--- src/include/smc_pkg.sv ---
package smc_pkg;
  // register port: 4-bit index, 8-bit data
  localparam int unsigned AW = 4;
  localparam int unsigned DW = 8;
  localparam logic [3:0] OFS_STANDBY_CONTROL_REG  = 4'h0;
  localparam logic [3:0] OFS_ICR    = 4'h1;
  localparam logic [3:0] OFS_WCSR   = 4'h2;
  localparam logic [3:0] OFS_WCNT   = 4'h3;
  localparam logic [3:0] OFS_WRST   = 4'h4;
  localparam logic [3:0] OFS_STATUS = 4'h5;
  // standby_control_reg fields
  localparam int unsigned SBY_BIT = 7;
  localparam int unsigned HIZ_BIT = 6;
  localparam logic [4:0] STANDBY_CONTROL_REG_LOW_ONES = 5'h1F;
  // interrupt_control_reg fields
  localparam int unsigned NMI_EDGE_SELECT_BIT = 0;
  // wdt_control_status_reg fields
  localparam int unsigned OVF_BIT  = 7;
  localparam int unsigned MODE_BIT = 6;
  localparam int unsigned TME_BIT  = 5;
  localparam int unsigned CKS_LSB  = 0;
  localparam logic [1:0] WCSR_GAP  = 2'h3;
  // reset values and last count
  localparam logic [7:0] WRST_RST  = 8'h00;
  localparam logic [7:0] WCNT_RST  = 8'h00;
  localparam logic [2:0] CKS_RST   = 3'h0;
  localparam logic [7:0] WCNT_LAST = 8'hFF;
  // prescaler: tick every 2^(cks+1) clocks
  localparam int unsigned PW = 12;
  localparam logic [11:0] PRE_ONE = 12'h001;
  localparam logic [11:0] PRE_TWO = 12'h002;
  typedef enum logic [1:0] {
    ST_RUN,
    ST_STANDBY,
    ST_WARMUP
  } smc_state_t;
endpackage

--- src/smc_standby_ctl.sv ---
`timescale 1ns/10ps
// Notes on behaviour
// RULE1 - halt with standby select set leaves execution and enters standby
// RULE2 - standby stops system clock, cpu and all peripherals
// RULE3 - cpu registers and ram are kept through standby
// RULE4 - ports hold or float in standby per port float select
// RULE5 - entry initialises dma, timer pulse unit and serial registers
// RULE6 - entry leaves interrupt, bus, pin, port, pattern and standby registers alone
// RULE7 - entry clears watchdog bits 7-5 and reset status, keeps clock select and count
// RULE8 - only nmi, power-on reset or manual reset end standby
// RULE9 - nmi edge restarts oscillator, clock goes to watchdog only
// RULE10 - watchdog overflow restores chip clock and starts nmi exception
// RULE11 - software sets clock select so overflow covers oscillator settling
// RULE12 - falling edge wake: nmi high on entry, low on return
// RULE13 - rising edge wake: nmi low on entry, high on return; code ignores nmi_edge_select and wakes on a falling edge only
// RULE14 - reset pin falls with nmi high: power-on reset
// RULE15 - reset pin falls with nmi low: manual reset
// RULE16 - standby treats nmi as falling edge, rising edge never wakes
// RULE17 - nmi falling during standby wakes through nmi interrupt
// RULE18 - handler may set edge select and standby select then halt
// RULE19 - standby select cannot be set while watchdog runs
// RULE20 - port float select floats ports, cannot be set while watchdog runs
module smc_standby_ctl (
  input  wire logic                    i_clock,          // 25 MHz system clock
  input  wire logic                    i_sys_rst,        // async reset, active high
  input  wire logic                    i_clk_en,         // freezes all state when low
  input  wire logic                    i_halt_exec,      // halt instruction executed, pulse
  input  wire logic                    i_nmi_pin,        // nmi pin level
  input  wire logic                    i_chip_init_pin_n, // reset pin, active low
  input  wire logic [smc_pkg::AW-1:0]  i_addr,           // register index
  input  wire logic [smc_pkg::DW-1:0]  i_wr_data,        // write data
  input  wire logic                    i_wr,             // write strobe
  input  wire logic                    i_rd,             // read strobe
  output logic      [smc_pkg::DW-1:0]  o_rd_data,        // read data, cycle after strobe
  output logic                         o_clk_run,        // chip clock, cpu, peripherals run
  output logic                         o_wdt_clk_en,     // clock to watchdog
  output logic                         o_port_float,     // io ports to high impedance
  output logic                         o_periph_init,    // init pulse for dma, tpu, serial
  output logic                         o_nmi_exc,        // start nmi exception, pulse
  output logic                         o_por_req,        // power-on reset request, pulse
  output logic                         o_man_req,        // manual reset request, pulse
  output logic                         o_standby         // in standby or warmup
);

  typedef struct packed {
    smc_pkg::smc_state_t       st;
    logic                      standby_select_bit;
    logic                      port_float_select;
    logic                      nmi_edge_select;
    logic                      ovf;
    logic                      mode;
    logic                      wdt_run_enable;
    logic [2:0]                cks;
    logic [7:0]                wrst;
    logic [7:0]                wcnt;
    logic [smc_pkg::PW-1:0]    pre;
    logic                      nmi_prev;
    logic                      rst_prev;
    logic [smc_pkg::DW-1:0]    rd_data;
    logic                      clk_run;
    logic                      wdt_clk;
    logic                      port_float;
    logic                      periph_init;
    logic                      nmi_exc;
    logic                      por_req;
    logic                      man_req;
  } smc_regs_t;

  smc_regs_t s_q;
  smc_regs_t s_d;

  // prescaler tick once all low cks+1 bits are ones
  function automatic logic wdt_tick(input logic [smc_pkg::PW-1:0] pre,
                                    input logic [2:0]             cks);
    logic [smc_pkg::PW-1:0] m;
    m = (smc_pkg::PRE_TWO << cks) - smc_pkg::PRE_ONE;
    return (pre & m) == m;
  endfunction

  logic nmi_fall;
  logic rst_fall;
  logic tick;
  logic enter;
  logic in_sby;

  assign nmi_fall = s_q.nmi_prev & ~i_nmi_pin;
  assign rst_fall = s_q.rst_prev & ~i_chip_init_pin_n;
  assign tick     = wdt_tick(s_q.pre, s_q.cks);
  assign in_sby   = (s_q.st != smc_pkg::ST_RUN);
  assign enter    = (s_q.st == smc_pkg::ST_RUN) & i_halt_exec & s_q.standby_select_bit; // see RULE1

  always_comb begin
    s_d = s_q;
    s_d.nmi_prev    = i_nmi_pin;
    s_d.rst_prev    = i_chip_init_pin_n;
    s_d.periph_init = 1'b0;
    s_d.nmi_exc     = 1'b0;
    s_d.por_req     = 1'b0;
    s_d.man_req     = 1'b0;
    s_d.rd_data     = '0;

    if (i_wr && !in_sby) begin
      case (i_addr)
        smc_pkg::OFS_STANDBY_CONTROL_REG: begin
          // running watchdog blocks setting, clearing always allowed
          s_d.standby_select_bit = i_wr_data[smc_pkg::SBY_BIT] & (s_q.standby_select_bit | ~s_q.wdt_run_enable); // see RULE19
          s_d.port_float_select = i_wr_data[smc_pkg::HIZ_BIT] & (s_q.port_float_select | ~s_q.wdt_run_enable); // see RULE20
        end
        smc_pkg::OFS_ICR:  s_d.nmi_edge_select = i_wr_data[smc_pkg::NMI_EDGE_SELECT_BIT];
        smc_pkg::OFS_WCSR: begin
          s_d.ovf  = s_q.ovf & i_wr_data[smc_pkg::OVF_BIT];
          s_d.mode = i_wr_data[smc_pkg::MODE_BIT];
          s_d.wdt_run_enable  = i_wr_data[smc_pkg::TME_BIT];
          s_d.cks  = i_wr_data[smc_pkg::CKS_LSB +: 3];
        end
        smc_pkg::OFS_WCNT: s_d.wcnt = i_wr_data;
        smc_pkg::OFS_WRST: s_d.wrst = i_wr_data;
        default: ;
      endcase
    end

    if (i_rd) begin
      case (i_addr)
        smc_pkg::OFS_STANDBY_CONTROL_REG:  s_d.rd_data = {s_q.standby_select_bit, s_q.port_float_select, 1'b0, smc_pkg::STANDBY_CONTROL_REG_LOW_ONES};
        smc_pkg::OFS_ICR:    s_d.rd_data = {7'h00, s_q.nmi_edge_select};
        smc_pkg::OFS_WCSR:   s_d.rd_data = {s_q.ovf, s_q.mode, s_q.wdt_run_enable, smc_pkg::WCSR_GAP,
                                            s_q.cks};
        smc_pkg::OFS_WCNT:   s_d.rd_data = s_q.wcnt;
        smc_pkg::OFS_WRST:   s_d.rd_data = s_q.wrst;
        smc_pkg::OFS_STATUS: s_d.rd_data = {5'h00, s_q.port_float,
                                            s_q.st == smc_pkg::ST_WARMUP,
                                            s_q.st == smc_pkg::ST_STANDBY};
        default:             s_d.rd_data = '0;
      endcase
    end

    case (s_q.st)
      smc_pkg::ST_RUN: begin
        // free-running watchdog in normal operation; overflow set beats clear
        if (s_q.wdt_run_enable) begin
          s_d.pre = s_q.pre + smc_pkg::PRE_ONE;
          if (tick) begin
            s_d.wcnt = s_q.wcnt + 8'h01;
            if (s_q.wcnt == smc_pkg::WCNT_LAST) s_d.ovf = 1'b1;
          end
        end
        if (enter) begin
          s_d.st          = smc_pkg::ST_STANDBY;
          s_d.clk_run     = 1'b0;          // see RULE2
          s_d.wdt_clk     = 1'b0;          // see RULE2
          s_d.port_float  = s_q.port_float_select;       // see RULE4
          s_d.periph_init = 1'b1;          // see RULE5
          // count and clock select kept; sby, hiz, nmi_edge_select untouched, see RULE6
          s_d.wcnt = s_q.wcnt;             // see RULE7
          s_d.ovf  = 1'b0;                 // see RULE7
          s_d.mode = 1'b0;                 // see RULE7
          s_d.wdt_run_enable  = 1'b0;                 // see RULE7
          s_d.wrst = smc_pkg::WRST_RST;    // see RULE7
          s_d.pre  = '0;
        end
      end
      smc_pkg::ST_STANDBY: begin
        // nmi_edge_select ignored here: only a falling edge wakes
        if (rst_fall) begin                // see RULE8
          s_d.st         = smc_pkg::ST_RUN;
          s_d.clk_run    = 1'b1;
          s_d.wdt_clk    = 1'b1;
          s_d.port_float = 1'b0;
          s_d.por_req    = i_nmi_pin;      // see RULE14
          s_d.man_req    = ~i_nmi_pin;     // see RULE15
        end else if (nmi_fall) begin       // see RULE16 RULE17
          s_d.st      = smc_pkg::ST_WARMUP;
          s_d.wdt_clk = 1'b1;              // see RULE9
        end
      end
      smc_pkg::ST_WARMUP: begin
        s_d.pre = s_q.pre + smc_pkg::PRE_ONE;
        if (rst_fall) begin                // see RULE8
          s_d.st         = smc_pkg::ST_RUN;
          s_d.clk_run    = 1'b1;
          s_d.port_float = 1'b0;
          s_d.por_req    = i_nmi_pin;      // see RULE14
          s_d.man_req    = ~i_nmi_pin;     // see RULE15
        end else if (tick) begin
          s_d.wcnt = s_q.wcnt + 8'h01;
          // settling length is software's duty via cks
          if (s_q.wcnt == smc_pkg::WCNT_LAST) begin // see RULE10 RULE11
            s_d.st         = smc_pkg::ST_RUN;
            s_d.clk_run    = 1'b1;
            s_d.port_float = 1'b0;
            s_d.nmi_exc    = 1'b1;
          end
        end
      end
      default: s_d.st = smc_pkg::ST_RUN;
    endcase
  end

  always_ff @(posedge i_clock or posedge i_sys_rst) begin
    if (i_sys_rst) begin
      s_q          <= '0;
      s_q.st       <= smc_pkg::ST_RUN;
      s_q.cks      <= smc_pkg::CKS_RST;
      s_q.wrst     <= smc_pkg::WRST_RST;
      s_q.wcnt     <= smc_pkg::WCNT_RST;
      s_q.nmi_prev <= 1'b1;
      s_q.rst_prev <= 1'b1;
      s_q.clk_run  <= 1'b1;
      s_q.wdt_clk  <= 1'b1;
    end else if (i_clk_en) begin
      // cpu state and ram untouched: clock gating only, no reset
      s_q <= s_d;                          // see RULE3
    end
  end

  assign o_rd_data     = s_q.rd_data;
  assign o_clk_run     = s_q.clk_run;
  assign o_wdt_clk_en  = s_q.wdt_clk;
  assign o_port_float  = s_q.port_float;
  assign o_periph_init = s_q.periph_init;
  assign o_nmi_exc     = s_q.nmi_exc;
  assign o_por_req     = s_q.por_req;
  assign o_man_req     = s_q.man_req;
  assign o_standby     = s_q.st != smc_pkg::ST_RUN;
endmodule // smc_standby_ctl

--- config.mk ---
export PLATFORM = sky130hd
export DESIGN_NAME = smc_standby_ctl
export DESIGN_NICKNAME = d
export VERILOG_FILES = /design/src/include/smc_pkg.sv /design/src/smc_standby_ctl.sv
export SDC_FILE = /design/constraint.sdc
export NUM_CORES = 1
export LEC_CHECK = 0
export BUFFER_PORTS_ARGS = -buffer_cell sky130_fd_sc_hd__buf_4
export CAP_MARGIN = 20
export CORE_ASPECT_RATIO = 1.5
export CORE_MARGIN = 5
export CORE_UTILIZATION = 53
export DETAILED_ROUTE_END_ITERATION = 16
export GPL_TIMING_DRIVEN = 0
export PLACE_DENSITY = 0.71
export SLEW_MARGIN = 20
export SYNTH_ARGS = -nofsm -noshare
export SYNTH_HDL_FRONTEND = slang
export SYNTH_SLANG_ARGS = --single-unit
--- constraint.sdc ---
create_clock -name i_clock -period 5.8 [get_ports i_clock]
set_input_delay 0.87 -clock i_clock [delete_from_list [all_inputs] [get_ports i_clock]]
set_output_delay 0.87 -clock i_clock [all_outputs]
set_load 0.1 [all_outputs]
After elaboration in Yosys (flattened, before gate mapping). Index checks and enable logic that the tools add are counted.

Shift-type cells: 1. Reductions and logical operators: 17. Bitwise logic cells: 13. Add/sub/neg operators: 3. Equal/unequal tests: 16. Mux-type cells: 45.

Operators with widths (count): 8-bit 2-to-1 mux (6); 8-bit one-hot mux with 6 select lines (1); 20-bit one-hot mux with 2 select lines (1); 28-bit 2-to-1 mux (1); 22-bit 2-to-1 mux (1); 20-bit 2-to-1 mux (1); 1-bit 2-to-1 mux (18); 2-bit 2-to-1 mux (8); 12-bit by 1-bit adder with 12-bit output, second input constant (1); 12-bit bitwise AND (1); 12-bit == test (1); 3-bit AND reduction (4); 2-bit by 3-bit left shift with 12-bit output, first input constant (1); 12-bit by 1-bit subtractor with 12-bit output, second input constant (1); 3-bit inequality test, second input constant (3); 8-bit by 1-bit adder with 8-bit output, second input constant (1); 4-bit by 2-bit == test with 1-bit output, second input constant (2); 4-bit by 3-bit == test with 1-bit output, second input constant (2); 8-bit == test, second input constant (1); 1-bit bitwise AND (7); 3-bit 2-to-1 mux (2); 6-bit 2-to-1 mux (1); 2-bit inequality test, second input constant (3); 1-bit one-hot mux with 3 select lines (2); 20 further kinds (25).

Flip-flop bits (word level): 56. Logic and storage cells: 116. Output and inout bits: 16. Bits of input ports: 20.

Logic depth before layout (Yosys ltp).
Word-level depth: 9. Gate-level depth with buffers: 8. Depth with buffers taken out: 7.

Worst setup path after synthesis. OpenSTA, ideal clock, no wires.

Path kind: input port to flip-flop. From: input i_addr[3] in the netlist's numbering. To: register s_q[29] in the netlist's numbering. Data arrival time: 2.092 ns. Data required time: 5.660 ns. Library setup time: 0.140 ns. Buffers on the path: 1. Cell stages on the path: 6. Setup slack: 3.568 ns. Path through: or3b_1 buf_2 or2_4 a21o_4 o21ai_1 o221ai_1.

Word-level cells in the longest chain between the ends: 7. Elaborated cells between the ends (all ways): 8. Those cells by class: eq/ne (1); mux (7).

RTL lines: start: declaration (line smc_standby_ctl.sv:30) `input wire logic [smc_pkg::AW-1:0] i_addr,`; 4-bit by 2-bit == test with 1-bit output (*) (line smc_standby_ctl.sv:103) `case (i_addr)`; 8-bit 2-to-1 mux (*) (line smc_standby_ctl.sv:103); 22-bit 2-to-1 mux (*) (line smc_standby_ctl.sv:102) `if (i_wr && !in_sby) begin`; 8-bit 2-to-1 mux (line smc_standby_ctl.sv:142, smc_standby_ctl.sv:184); 20-bit 2-to-1 mux (line smc_standby_ctl.sv:140) `if (s_q.wdt_run_enable) begin`; 28-bit 2-to-1 mux (line smc_standby_ctl.sv:147) `if (enter) begin`; 20-bit one-hot mux with 2 select lines (*) (line smc_standby_ctl.sv:137) `case (s_q.st)`; end: declaration (line smc_standby_ctl.sv:69) `smc_regs_t s_q;`.

Every way passes the cells marked *; elsewhere a longest branch is shown, timed or not. The select of a mux whose other input is x is not followed. A chain may end at the register's enable or synchronous reset.

Worst setup path in the final report.
From: register s_q[54] in the netlist's numbering. To: output o_standby.

Word-level cells in the longest chain between the ends: 1.

RTL lines: 2-bit nonzero test (line smc_standby_ctl.sv:224) `assign o_standby = s_q.st != smc_pkg::ST_RUN;`; end: declaration (line smc_standby_ctl.sv:42) `output logic o_standby`.

No other way between the ends.

==> run summary <==
Tot Pwr: 0.00132 W
#FFs+latches synth: 52
Total GRT Usage: 22.9%
Startpoint Class: flip-flop
Setup TNS: 0 ns
I/O Buffers: 35
Drc violations: 0
Clock tree buffer depth: 2
R2R setup slack: 3.61 ns
Fin crit period: 2.41 ns
CP arrival: 1.54 ns
Hold path start: o_man_req$_DFFE_PP0P_
Async S/R FF share, synth: 100%
Clock skew: 0.00611 ns
Post-synthesis cell type count: 62
Most frequent cells in the layout: dfrtp_1, buf_4, nand2_1
Cells after Synth: 309
Hold Path Depth: 2
Row count: 33
Antenna violations before repair: 0
RSZ-0062 raised after global routing: no
Net Count, Synth: 334
Final hold vios: 0
First-pass GRT wire length: 13.1 mm
R2R Path Start: s_q[54]$_DFFE_PP0P_
Slowest stage cell on the critical path: dfrtp_1
TritonCTS buffer count: 5
Worst slew pin tran: 0.655 ns
Cell area power density: 377 mW/mm2
CP top delay family: buffers and inverters
DIE HEIGHT: 103 um
RD Place Congestion: 0.863
Die ar.: 0.00737 mm2
Post-route cell area: 0.00350 mm2
Main flop type after synthesis: dfrtp_1
Largest net degree at the start of global routing: 28
# diodes: 0
Iter 0 DRT Violations: 112
Top Ports: 36
Detail Route Antenna Nets: 0
Drt first pass iters: 5
Crit path cell chain: inv_1 > ha_1 > buf_2 > inv_1 > buf_4
Starting Density: 54.8%
Total global routing overflow: 0
Min-delay worst type: flip-flop to flip-flop
Via count: 2595
Yosys warns: 0
Area Overhead vs Synth: 15.3%
FF+latch area: 0.00131 mm2
DP HPWL: 5.77 mm
Post-CTS Setup Bufs: 0
Leakage power: 1.60 nW
Worst path required time: 4.93 ns
Fraction of layout cells with a size suffix above 1: 22.7%
Avg Cell Area, Syn: 9.82 um2
Max reg flops: 37
Final wirelength: 7.62 mm
EDFF count, synth: 0
Clock Sinks: 52
CP max stage delay: 0.36 ns
Top reg by flops: s_q
Htree depth: 2
Clk Latency, worst-skew pair: 0.31 ns
CTS Hold Bufs: 0
Clk pin slew, worst setup/hold paths: 0.10 ns
Crit share post-route: 41.5%
WL/cell: 18.0 um
Slew Viols, Final: 0
Most common cell after layout, fill and taps aside: dfrtp_1
Sequential element share of the synthesized area: 43.1%
Buf+Inv Stages, Crit Path: 4
Core area: 0.00553 mm2
Post-cts repair resize count: 0
Root Buffer: clkbuf_8
Placed cell area: 0.00340 mm2
Number of max-cap violations: 0
Endpoints failing setup: 0
Syn Std Cell Area: 0.00303 mm2
Max Freq: 415 MHz
FF-to-FF End: s_q[29]$_DFFE_PP0P_
Critical Path Most Common Cell: inv_1
DR vias/cell: 6.13
Peak supply drop: 296 uV
CP Max Fanout: 10
Worst hold endpoint: o_man_req$_DFFE_PP0P_
# fillers: 515
Status: finished clean
CP endpoint kind: primary output
Setup CP Type: flip-flop to primary output
CTS tree: built
Die width: 71.8 um
R2R cell count: 7
Vias in the first global route: 2704
Max_slew headroom: 56.1%
Nets: 377
Area occupied by multi-input gates: 0.00157 mm2
worst reg2reg max path, stage by stage (launching register included):
cell,delay (ns)
dfrtp_1,0.39
inv_1,0.10
ha_1,0.17
a21boi_2,0.42
nand2_1,0.17
a2111oi_4,0.57
nand2_1,0.11
o221ai_1,0.19
cell usage after synthesis, types with 2 or more instances:
cell type	n	area, um2
clkbuf_1	6	22.5
o211ai_1	11	82.6
nor2b_1	4	25.0
and2_1	4	25.0
a22o_1	4	35.0
a21oi_1	7	35.0
dfstp_2	4	105
nand2_1	27	101
o21ai_0	7	35.0
o21ai_1	15	75.1
o2bb2ai_1	10	87.6
and3_1	3	18.8
mux2i_1	13	130
mux2_2	5	56.3
buf_4	8	60.1
ha_1	5	62.6
nand4_1	9	56.3
nor2_1	22	82.6
a21o_1	2	15.0
buf_2	5	25.0
mux2_1	3	33.8
a32o_1	2	20.0
o32a_1	4	40.0
o21ai_2	2	17.5
nand2b_1	6	37.5
o22a_1	3	26.3
xor2_1	6	52.6
nand3_1	11	55.1
nor4_1	4	25.0
o31a_1	2	17.5
dfrtp_1	48	1200
inv_1	13	48.8
nor3_1	5	25.0
power breakdown:
part           switching, W  internal, W  total [W]
combinational      0.000381     0.000193   0.000574
clock              0.000130    0.0000858   0.000216
sequential        0.0000828     0.000446   0.000529
cell families after synthesis:
| kind of cell | synth area share, % |
|---|---|
| AOI/OAI and AO/OA | 21.7 |
| xor gates and xnor gates | 2.02 |
| adders and majority gates | 2.06 |
| buffers and inverters | 5.28 |
| DFF | 43.1 |
| muxes | 7.26 |
| and+or+nand+nor | 18.6 |
through the flow:
step	hold WS (ns)	util, %	worst slack, ns	instances
after floorplan	0.456	-	3.57	309
after global placement	0.471	61.1	2.98	414
after detailed placement	0.476	61.5	3.26	415
after CTS	0.501	63.2	3.36	423
after global routing	0.522	63.2	3.29	423
final	0.502	63.2	3.39	423
how the worst max path moves through the flow:
stage | from | end | slack (ns) | cells past startpoint
floorplan | i_addr[3] | s_q[29]$_DFFE_PP0P_ | 3.57 | 6
global placement | i_sys_rst | s_q[31]$_DFFE_PP0P_ | 2.98 | 2
detailed placement | i_halt_exec | s_q[29]$_DFFE_PP0P_ | 3.26 | 6
CTS | s_q[54]$_DFFE_PP0P_ | o_standby | 3.36 | 5
global route | s_q[54]$_DFFE_PP0P_ | o_standby | 3.29 | 5
finish | s_q[54]$_DFFE_PP0P_ | o_standby | 3.39 | 5
metal layers:
layer / vias up / track usage (%) / wire length (um)
met5: - / 0 / 0
met4: 0 / 10.4 / 253
met3: 18 / 2.83 / 243
met2: 66 / 39.8 / 3950
met1: 1292 / 28.2 / 3170
li1: 1219 / - / -
final cells by class:
| cell class | instances | area share [%] |
|---|---|---|
| Inverter | 13 | 1.40 |
| Buffer | 20 | 3.19 |
| Clock buffer | 5 | 1.97 |
| Sequential cell | 52 | 37.4 |
| Timing Repair Buffer | 36 | 8.09 |
| Tap cell | 70 | 2.51 |
| Clock inverter | 3 | 0.680 |
| Multi-Input combinational cell | 224 | 44.8 |
No activity file was read; power rests on OpenSTA's default activity.
